==> src/core/acs_map.svh <==
`ifndef ACS_MAP_SVH
`define ACS_MAP_SVH
// Register addresses on the plain port.
`define ACS_ADDR_CTRL0 4'h0
`define ACS_ADDR_CTRL1 4'h1
`define ACS_ADDR_RES_HI 4'h2
`define ACS_ADDR_RES_LO 4'h3
`define ACS_ADDR_INT_STAT 4'h4
`define ACS_ADDR_INT_MASK 4'h5
// Control register 0 fields.
`define ACS_C0_START 7
`define ACS_C0_BUSY 6
`define ACS_C0_PWR 5
`define ACS_C0_ALIGN 4
`define ACS_C0_CH_HI 2
`define ACS_C0_CH_LO 0
// Control register 1 fields.
`define ACS_C1_BGEN 5
`define ACS_C1_REF_HI 4
`define ACS_C1_REF_LO 3
`define ACS_C1_DIV_HI 2
`define ACS_C1_DIV_LO 0
// Interrupt status and mask fields.
`define ACS_INT_EOC 0
// Reset values.
`define ACS_RST_BYTE 8'h00
`define ACS_RST_DIV 3'h0
// Conversion timing in converter clock cycles.
`define ACS_SAMPLE_CYC 5'h04
`define ACS_TOTAL_CYC 5'h10
// Encodings.
`define ACS_REF_EXT_PIN 2'h1
`define ACS_REF_INT_AMP 2'h2
`define ACS_CH_OVERCURRENT 3'h2
`define ACS_CODE_ZERO 12'h000
`endif

==> src/core/acs_pkg.sv <==
package acs_pkg;
  typedef enum logic [1:0]
  {
    ACS_IDLE = 2'h0,
    ACS_ARMED = 2'h1,
    ACS_SAMPLE = 2'h3,
    ACS_CONVERT = 2'h2
  } acs_state_t;
  typedef logic [7:0] acs_byte_t;
  typedef logic [11:0] acs_code_t;
endpackage

==> src/core/acs_clkdiv.sv <==
`timescale 1ns/1ns
`default_nettype none
`include "acs_map.svh"
module acs_clkdiv
#(
  parameter int SEL_W = 3
)
(
  // Clock and reset.
  input wire logic clk_sys,
  input wire logic rst,
  // Control.
  input wire logic run,
  input wire logic [SEL_W-1:0] sel,
  // One system cycle pulse per converter clock period.
  output logic tick
);
  localparam int CNT_W = (1 << SEL_W) - 1;
  logic [CNT_W-1:0] cnt_q;
  logic [CNT_W-1:0] limit;

  // Code n divides by two to the n; the counter wraps at that ratio.
  assign limit = CNT_W'((1 << sel) - 1);

  always_ff @(posedge clk_sys or posedge rst)
  begin
    if (rst)
      cnt_q <= '0;
    else if (!run || cnt_q >= limit)
      cnt_q <= '0;
    else
      cnt_q <= cnt_q + 1'b1;
  end

  assign tick = run && (cnt_q >= limit);
endmodule // acs_clkdiv
`default_nettype wire

==> src/core/acs_sequencer.sv <==
`timescale 1ns/1ns
`default_nettype none
`include "acs_map.svh"
// Operation
// - A start bit pulse high then low begins a new conversion.
// - Hardware sets the busy flag once a conversion is launched.
// - Busy flag clears when the conversion completes.
// - Completion sets the interrupt request; enabled requests raise the interrupt.
// - Converter clock is system clock divided by two to the select code.
// - Power enable must be high to convert; software waits settling first.
// - Sampling takes 4 converter clocks, conversion 12, total 16.
// - Internal reference choice disconnects the external reference pin.
// - Result registers hold the code once busy has dropped.
// - Result is a 12-bit unsigned code, full scale FFFH.
// - Clearing power enable switches the converter circuitry off.
// - Ideal code transitions sit half a step low; core realises this.
// - Channel code 010 routes the overcurrent amplifier output to the core.
// - Align bit selects 8+4 or 4+8 split across result bytes.
// - Clearing power enable zeroes both result registers.
module acs_sequencer
  import acs_pkg::*;
(
  // Clock and reset.
  input wire logic clk_sys,
  input wire logic rst,
  // Register port.
  input wire logic [3:0] reg_addr,
  input wire logic [7:0] reg_wdata,
  input wire logic reg_wr,
  input wire logic reg_rd,
  output acs_pkg::acs_byte_t reg_rdata,
  // Interrupt.
  output logic conv_irq,
  // Converter core.
  output logic core_power_on,
  output logic core_sample,
  output logic core_convert,
  output logic core_clk_tick,
  output logic [2:0] input_channel_sel,
  output logic sel_overcurrent_amp_output,
  output logic [1:0] ref_source_sel,
  output logic ext_ref_connect,
  output logic bandgap_enable,
  input wire logic core_done,
  input wire logic [11:0] core_code
);
  import acs_pkg::*;

  acs_state_t state_q;
  logic start_q;
  logic conv_power_enable_q;
  logic result_align_sel_q;
  logic [2:0] ch_q;
  logic [1:0] ref_q;
  logic bgen_q;
  logic [2:0] conv_clock_divider_sel_q;
  logic conv_busy_flag_q;
  acs_byte_t result_high_byte_q;
  acs_byte_t result_low_byte_q;
  logic int_stat_q;
  logic int_mask_q;
  logic [4:0] cyc_q;
  acs_code_t code_q;
  acs_byte_t rdata_q;
  logic irq_q;
  logic core_sample_q;
  logic core_convert_q;
  logic core_tick_q;
  logic core_pwr_q;
  logic ext_ref_q;
  logic ovc_q;
  logic tick;
  logic wr_c0;
  logic wr_c1;
  logic start_rise;
  logic start_fall;
  logic done_evt;
  logic clr_eoc;

  assign wr_c0 = reg_wr && reg_addr == `ACS_ADDR_CTRL0;
  assign wr_c1 = reg_wr && reg_addr == `ACS_ADDR_CTRL1;
  assign start_rise = wr_c0 && reg_wdata[`ACS_C0_START] && !start_q;
  assign start_fall = wr_c0 && !reg_wdata[`ACS_C0_START] && start_q;
  assign clr_eoc = reg_wr && reg_addr == `ACS_ADDR_INT_STAT
    && reg_wdata[`ACS_INT_EOC];

  // Run the divider only while a conversion is counting, so phase is fixed.
  acs_clkdiv
  #(
    .SEL_W(3)
  )
  u_div
  (
    .clk_sys(clk_sys),
    .rst(rst),
    .run(state_q == ACS_SAMPLE || state_q == ACS_CONVERT),
    .sel(conv_clock_divider_sel_q),
    .tick(tick)
  );

  always_ff @(posedge clk_sys or posedge rst)
  begin
    if (rst)
    begin
      start_q <= 1'b0;
      conv_power_enable_q <= 1'b0;
      result_align_sel_q <= 1'b0;
      ch_q <= 3'h0;
    end
    else if (wr_c0)
    begin
      start_q <= reg_wdata[`ACS_C0_START];
      conv_power_enable_q <= reg_wdata[`ACS_C0_PWR];
      result_align_sel_q <= reg_wdata[`ACS_C0_ALIGN];
      ch_q <= reg_wdata[`ACS_C0_CH_HI:`ACS_C0_CH_LO];
    end
  end

  always_ff @(posedge clk_sys or posedge rst)
  begin
    if (rst)
    begin
      bgen_q <= 1'b0;
      ref_q <= 2'h0;
      conv_clock_divider_sel_q <= `ACS_RST_DIV;
    end
    else if (wr_c1)
    begin
      bgen_q <= reg_wdata[`ACS_C1_BGEN];
      ref_q <= reg_wdata[`ACS_C1_REF_HI:`ACS_C1_REF_LO];
      conv_clock_divider_sel_q <= reg_wdata[`ACS_C1_DIV_HI:`ACS_C1_DIV_LO];
    end
  end

  // Sequencer. A cleared power bit aborts everything, since the core is off.
  always_ff @(posedge clk_sys or posedge rst)
  begin
    if (rst)
    begin
      state_q <= ACS_IDLE;
      cyc_q <= 5'h00;
    end
    else if (!conv_power_enable_q)
    begin
      state_q <= ACS_IDLE;
      cyc_q <= 5'h00;
    end
    else if (start_rise)
    begin
      state_q <= ACS_ARMED;
      cyc_q <= 5'h00;
    end
    else
    begin
      unique case (state_q)
        ACS_IDLE:
        begin
          cyc_q <= 5'h00;
        end
        ACS_ARMED:
        begin
          cyc_q <= 5'h00;
          if (start_fall)
            state_q <= ACS_SAMPLE;
        end
        ACS_SAMPLE:
        begin
          if (tick)
          begin
            cyc_q <= cyc_q + 5'h01;
            if (cyc_q + 5'h01 == `ACS_SAMPLE_CYC)
              state_q <= ACS_CONVERT;
          end
        end
        ACS_CONVERT:
        begin
          if (tick)
          begin
            cyc_q <= cyc_q + 5'h01;
            if (cyc_q + 5'h01 == `ACS_TOTAL_CYC)
              state_q <= ACS_IDLE;
          end
        end
      endcase
    end
  end

  // The sequencer owns completion timing; core_done only latches the code.
  assign done_evt = conv_power_enable_q && !start_rise
    && state_q == ACS_CONVERT && tick && cyc_q + 5'h01 == `ACS_TOTAL_CYC;

  always_ff @(posedge clk_sys or posedge rst)
  begin
    if (rst)
      code_q <= `ACS_CODE_ZERO;
    else if (state_q == ACS_CONVERT && core_done)
      code_q <= core_code;
  end

  always_ff @(posedge clk_sys or posedge rst)
  begin
    if (rst)
      conv_busy_flag_q <= 1'b0;
    else if (!conv_power_enable_q || start_rise)
      conv_busy_flag_q <= 1'b0;
    else if (state_q == ACS_ARMED && start_fall)
      conv_busy_flag_q <= 1'b1;
    else if (done_evt)
      conv_busy_flag_q <= 1'b0;
  end

  // Results land in the same edge a completion drops busy, so a poll after completion never sees stale data.
  always_ff @(posedge clk_sys or posedge rst)
  begin
    if (rst)
    begin
      result_high_byte_q <= `ACS_RST_BYTE;
      result_low_byte_q <= `ACS_RST_BYTE;
    end
    else if (!conv_power_enable_q)
    begin
      result_high_byte_q <= `ACS_RST_BYTE;
      result_low_byte_q <= `ACS_RST_BYTE;
    end
    else if (done_evt && result_align_sel_q)
    begin
      result_high_byte_q <= {4'h0, code_q[11:8]};
      result_low_byte_q <= code_q[7:0];
    end
    else if (done_evt)
    begin
      result_high_byte_q <= code_q[11:4];
      result_low_byte_q <= {code_q[3:0], 4'h0};
    end
  end

  // A completion in the same cycle as a clear keeps the flag set.
  always_ff @(posedge clk_sys or posedge rst)
  begin
    if (rst)
      int_stat_q <= 1'b0;
    else if (done_evt)
      int_stat_q <= 1'b1;
    else if (clr_eoc)
      int_stat_q <= 1'b0;
  end

  always_ff @(posedge clk_sys or posedge rst)
  begin
    if (rst)
      int_mask_q <= 1'b0;
    else if (reg_wr && reg_addr == `ACS_ADDR_INT_MASK)
      int_mask_q <= reg_wdata[`ACS_INT_EOC];
  end

  always_ff @(posedge clk_sys or posedge rst)
  begin
    if (rst)
      irq_q <= 1'b0;
    else
      irq_q <= (int_stat_q || done_evt) && int_mask_q;
  end

  // Analog control lines, all registered.
  always_ff @(posedge clk_sys or posedge rst)
  begin
    if (rst)
    begin
      core_pwr_q <= 1'b0;
      core_sample_q <= 1'b0;
      core_convert_q <= 1'b0;
      core_tick_q <= 1'b0;
      ext_ref_q <= 1'b0;
      ovc_q <= 1'b0;
    end
    else
    begin
      core_pwr_q <= conv_power_enable_q;
      core_sample_q <= state_q == ACS_SAMPLE;
      core_convert_q <= state_q == ACS_CONVERT;
      core_tick_q <= tick;
      ext_ref_q <= conv_power_enable_q && ref_q == `ACS_REF_EXT_PIN;
      ovc_q <= ch_q == `ACS_CH_OVERCURRENT;
    end
  end

  always_ff @(posedge clk_sys or posedge rst)
  begin
    if (rst)
      rdata_q <= `ACS_RST_BYTE;
    else if (!reg_rd)
      rdata_q <= `ACS_RST_BYTE;
    else
    begin
      unique case (reg_addr)
        `ACS_ADDR_CTRL0:
          rdata_q <= {start_q, conv_busy_flag_q, conv_power_enable_q,
            result_align_sel_q, 1'b0, ch_q};
        `ACS_ADDR_CTRL1:
          rdata_q <= {2'h0, bgen_q, ref_q, conv_clock_divider_sel_q};
        `ACS_ADDR_RES_HI:
          rdata_q <= result_high_byte_q;
        `ACS_ADDR_RES_LO:
          rdata_q <= result_low_byte_q;
        `ACS_ADDR_INT_STAT:
          rdata_q <= {7'h00, int_stat_q};
        `ACS_ADDR_INT_MASK:
          rdata_q <= {7'h00, int_mask_q};
        default:
          rdata_q <= `ACS_RST_BYTE;
      endcase
    end
  end

  assign reg_rdata = rdata_q;
  assign conv_irq = irq_q;
  assign core_power_on = core_pwr_q;
  assign core_sample = core_sample_q;
  assign core_convert = core_convert_q;
  assign core_clk_tick = core_tick_q;
  assign input_channel_sel = ch_q;
  assign sel_overcurrent_amp_output = ovc_q;
  assign ref_source_sel = ref_q;
  assign ext_ref_connect = ext_ref_q;
  assign bandgap_enable = bgen_q;
endmodule // acs_sequencer
`default_nettype wire

==> config.mk <==
export PLATFORM = sky130hd
export DESIGN_NAME = acs_sequencer
export DESIGN_NICKNAME = d
export VERILOG_FILES = /design/src/core/acs_pkg.sv /design/src/core/acs_clkdiv.sv /design/src/core/acs_sequencer.sv
export VERILOG_INCLUDE_DIRS = /design/src /design/src/core
export SDC_FILE = /design/constraint.sdc
export NUM_CORES = 1
export LEC_CHECK = 0
export BUFFER_PORTS_ARGS = -buffer_cell sky130_fd_sc_hd__buf_2
export CAP_MARGIN = 20
export CORE_MARGIN = 8
export CORE_UTILIZATION = 61
export CTS_CLUSTER_SIZE = 20
export DETAILED_ROUTE_END_ITERATION = 16
export PLACE_DENSITY = 0.83
export SLEW_MARGIN = 20
export SYNTH_ARGS = -nofsm -noshare
export SYNTH_HDL_FRONTEND = slang
export SYNTH_SLANG_ARGS = --single-unit
export TNS_END_PERCENT = 10
==> constraint.sdc <==
create_clock -name clk_sys -period 3.4 [get_ports clk_sys]
set_clock_uncertainty 0.15 [all_clocks]
set_input_delay 0.34 -clock clk_sys [delete_from_list [all_inputs] [get_ports clk_sys]]
set_output_delay 0.34 -clock clk_sys [all_outputs]
set_load 0.1 [all_outputs]
==> flow_metrics.py <==
metrics = {
    "outcome": {
        "violations": "hold timing",
        "run_status": "finished with violations",
    },
    "synth": {
        "synth_xor_xnor_area_share_pct": 1.721,
        "syn-num-nets": 342,
        "synth_ff_type": "sky130_fd_sc_hd__dfrtp_1",
        "syn_area_um2": 3562,
        "synthArstFlopShare_pct": 100.0,
        "yosys.cell_types.count": 48,
        "synth_seq_cells": 72,
        "synth_enable_flop_cells": 0,
        "muxShareOfSynthArea_pct": 18.69,
        "synth.yosys.seq_area_share_pct": 50.58,
        "syn-mean-instance-area_um2": 11.76,
        "netlist_instances": 303,
        "synth_simple_gate_area_share_pct": 15.53,
        "yosysWarningCount": 0,
        "dominant_combinational_cell_family_by_area_after_synthesis": "multiplexers",
        "synth-adder-area-share_pct": 3.512,
        "synth-compound-area-share_pct": 6.287,
    },
    "clock_network": {
        "holdBufCountCts": 0,
        "postCtsResizedCells": 0,
        "cts_tree": "built",
        "cts_max_level": 3,
        "cts-buffers-inserted": 9,
        "clock_sinks": 72,
        "insertion_delay_ps": 350,
        "clock_tree.root_cell": "sky130_fd_sc_hd__clkbuf_8",
        "clock_path_buffers": 2,
        "worst_setup_hold_path_clk_slew_ps": 70,
        "postCtsSetupBuffers": 0,
    },
    "global_route": {
        "grt_start_max_net_pins": 41,
        "grt_antenna_before_repair": 0,
        "grt_pass1_vias": 2416,
        "grt_use_total_pct": 17.50,
        "globalRoute.totalOverflow": 0,
        "grt_pass1_wl_um": 11930,
    },
    "placed_design": {
        "placement.cell_area_um2": 3802,
        "portBuffers": 48,
        "place.gp.congestion": 0.8028,
        "place.detailed.hpwl_um": 4871,
    },
    "cells_and_area": {
        "flow.area_growth_from_synthesis_pct": 12.26,
        "fillerInstances": 443,
        "multi_input_comb_area_um2": 1629,
        "ff_latch_area_um2": 1803,
        "antenna-diode-count": 0,
        "num-nets-final": 387,
        "share_of_layout_cells_above_drive_strength_1_pct": 32.67,
        "finish.utilization_pct": 69.18,
        "layout_cell_area_excl_fill_um2": 3999,
    },
    "setup_path": {
        "crit_path_start_kind": "flop",
        "crit_required_ps": 3490,
        "timing.critical_path.slowest_cell_delay_ps": 780,
        "reg2reg_depth": 7,
        "path_class": "reg -> reg",
        "crit_slowest_cell": "sky130_fd_sc_hd__a41oi_1",
        "cp.depth": 7,
        "critical_path_arrival_ps": 2990,
        "worstPathCellList": "o21ai_0 > ha_1 > a21o_1 > a221o_1 > a41oi_1 > nor3_1 > o21a_1",
        "worst_path_dominant_cell_family": "compound AO/OA/AOI/OAI gates",
        "worst-path-max-fanout": 13,
        "cp_num_buf_inv": 0,
        "setup.worst_path.end_class": "flop",
    },
    "sta": {
        "drv_slew": 0,
        "period_share_pct": 85.30,
        "setup_repair_after_global_routing_missed_its_margin": "false",
        "fmax_ghz": 0.3448,
        "setup_tns_ps": 0,
        "final_hold_viol_count": 32,
        "report.final.setup_viol": 0,
        "timing.slew.headroom_pct": 31.61,
        "max_slew.worst_pin.slew_ps": 1013,
        "finalWorstPathRequiredPeriod_ps": 2900,
        "hold_worst_slack_ps": -15.04,
    },
    "detailed_routing": {
        "detail_route.first_pass.iterations": 4,
        "route.detailed.drc": 0,
        "dr.first_iter.drc_count": 156,
        "wirelength_um": 6834,
        "per_cell_routed_wire_length_um": 16.00,
        "vias": 2406,
        "detail-route-antenna-nets": 0,
        "avgViaCountPerCell": 5.635,
    },
    "min_path": {
        "min_path_type": "in -> async",
    },
    "floorplanning": {
        "top_level_ports": 50,
        "floorplan.die.height_um": 92.42,
        "initial_utilization_pct": 61.62,
        "std_cell_rows": 28,
        "design.core.area_um2": 5781,
        "dieArea_um2": 8541,
        "dieWidth_um": 92.42,
    },
    "pwr": {
        "power.total_uw": 2046,
        "leak_pwr_uw": 0.002021,
        "power-per-cell-area_nw_per_um2": 511.7,
        "irDropWorstVdd_v": 0.0003237,
    },
    "job": {
        "drv.max_cap_violation_count": 0,
    },
}
==> cell usage after synthesis, types with 2 or more instances <==
| library cell | count | area, um2 |
|---|---|---|
| sky130_fd_sc_hd__nor3_1 | 2 | 10.01 |
| sky130_fd_sc_hd__mux4_2 | 4 | 90.09 |
| sky130_fd_sc_hd__and3_1 | 2 | 12.51 |
| sky130_fd_sc_hd__nand4b_1 | 3 | 26.28 |
| sky130_fd_sc_hd__or3_1 | 3 | 18.77 |
| sky130_fd_sc_hd__buf_2 | 4 | 20.02 |
| sky130_fd_sc_hd__o21ai_0 | 7 | 35.03 |
| sky130_fd_sc_hd__nand4_1 | 3 | 18.77 |
| sky130_fd_sc_hd__mux2i_1 | 17 | 170.2 |
| sky130_fd_sc_hd__nor3b_1 | 3 | 22.52 |
| sky130_fd_sc_hd__a41o_1 | 2 | 20.02 |
| sky130_fd_sc_hd__buf_12 | 2 | 40.04 |
| sky130_fd_sc_hd__a21o_1 | 2 | 15.01 |
| sky130_fd_sc_hd__nand2_1 | 35 | 131.4 |
| sky130_fd_sc_hd__xor2_1 | 3 | 26.28 |
| sky130_fd_sc_hd__and3b_1 | 2 | 17.52 |
| sky130_fd_sc_hd__nand3_1 | 12 | 60.06 |
| sky130_fd_sc_hd__nand3b_1 | 5 | 37.54 |
| sky130_fd_sc_hd__mux2_2 | 36 | 405.4 |
| sky130_fd_sc_hd__clkbuf_1 | 8 | 30.03 |
| sky130_fd_sc_hd__xnor2_1 | 4 | 35.03 |
| sky130_fd_sc_hd__inv_1 | 6 | 22.52 |
| sky130_fd_sc_hd__nor2b_1 | 7 | 43.79 |
| sky130_fd_sc_hd__ha_1 | 10 | 125.1 |
| sky130_fd_sc_hd__dfrtp_1 | 72 | 1802 |
| sky130_fd_sc_hd__a21oi_1 | 7 | 35.03 |
| sky130_fd_sc_hd__and2_1 | 3 | 18.77 |
| sky130_fd_sc_hd__nor2_1 | 15 | 56.30 |
| sky130_fd_sc_hd__a22oi_1 | 5 | 37.54 |
==> state kept, by name, summed over array words and instances (netlist names), 3 cells and up <==
| name | flops |
|---|---|
| code_q | 12 |
| reg_rdata | 8 |
| result_high_byte_q | 8 |
| result_low_byte_q | 8 |
| u_div.cnt_q | 7 |
| cyc_q | 5 |
| conv_clock_divider_sel_q | 3 |
| input_channel_sel | 3 |
==> path summary, 6_finish.rpt <==
kind | start | to | slack [ps]
worst min register to register | input_channel_sel[0]$_DFFE_PP0P_ | sel_overcurrent_amp_output$_DFF_PP0_ | 340
max in group asynchronous | rst | conv_power_enable_q$_DFFE_PP0P_ | 2340
worst max register to register | conv_clock_divider_sel_q[1]$_DFFE_PP0P_ | conv_irq$_DFF_PP0_ | 500
min in group clk_sys | core_code[0] | code_q[0]$_DFFE_PP0P_ | 70
worst max-delay path | conv_clock_divider_sel_q[1]$_DFFE_PP0P_ | conv_irq$_DFF_PP0_ | 500
worst min-delay path | rst | core_convert$_DFF_PP0_ | -20
==> where the power goes <==
part	switching [uW]	internal [uW]	leakage, uW
combinational	278	112	0.000939
sequential	85.2	900	0.000980
clock	317	355	0.000102
total	680	1370	0.00202
==> placed cells by master (no fill, tap or decap), types with 3 or more instances in the layout <==
master                     synthesis  layout
sky130_fd_sc_hd__or3_1             3       3
sky130_fd_sc_hd__nor2_1           15      15
sky130_fd_sc_hd__mux4_2            4       4
sky130_fd_sc_hd__and2_1            3       3
sky130_fd_sc_hd__nor2b_1           7       7
sky130_fd_sc_hd__nand4_1           3       3
sky130_fd_sc_hd__a21oi_1           7       7
sky130_fd_sc_hd__mux2i_1          17      17
sky130_fd_sc_hd__nand3_1          12      12
sky130_fd_sc_hd__xnor2_1           4       4
sky130_fd_sc_hd__ha_1             10      10
sky130_fd_sc_hd__nand2_1          35      35
sky130_fd_sc_hd__buf_2             4      48
sky130_fd_sc_hd__o21ai_0           7       7
sky130_fd_sc_hd__clkbuf_8          0      10
sky130_fd_sc_hd__nor3b_1           3       3
sky130_fd_sc_hd__xor2_1            3       3
sky130_fd_sc_hd__mux2_2           36      36
sky130_fd_sc_hd__nand4b_1          3       3
sky130_fd_sc_hd__nand3b_1          5       5
sky130_fd_sc_hd__a22oi_1           5       5
sky130_fd_sc_hd__dfrtp_1          72      71
sky130_fd_sc_hd__inv_1             6       5
==> logic make-up (layout without fill, tap and decap cells) <==
| family | count (synthesis) | count (layout) |
|---|---|---|
| muxes | 57 | 57 |
| xor gates and xnor gates | 7 | 7 |
| DFF | 72 | 72 |
| adders and majority gates | 10 | 10 |
| AOI/OAI and AO/OA | 32 | 32 |
| buffers and inverters | 22 | 71 |
| and+or+nand+nor | 103 | 103 |
==> final cells by class <==
type,count,share of cell area (%)
sequential,72,45.09
multi-input combinational,209,40.74
timing repair buffer,50,6.383
clock buffer,10,3.442
tap,75,2.347
clock inverter,5,1.439
inverter,6,0.5632
==> layer usage <==
metal | up-vias | wire length, um | track usage, %
li1 | 1162 | - | -
met1 | 1159 | 3188 | 23.81
met2 | 76 | 3055 | 25.45
met3 | 9 | 496 | 5.906
met4 | 0 | 93 | 6.174
met5 | - | 0 | 0
==> through the flow <==
stage | std cells | hold slack (ps) | worst slack (ps)
2_1_floorplan | 303 | 237.9 | 1085
3_3_place_gp | 412 | 319.9 | 549.5
3_5_place_dp | 412 | 329.6 | 519.7
4_1_cts | 427 | 5.818 | 496.9
5_1_grt | 427 | 53.83 | 252.3
6_report | 427 | -15.04 | 499.7
Note: power is estimated with default switching activity, not from simulation.
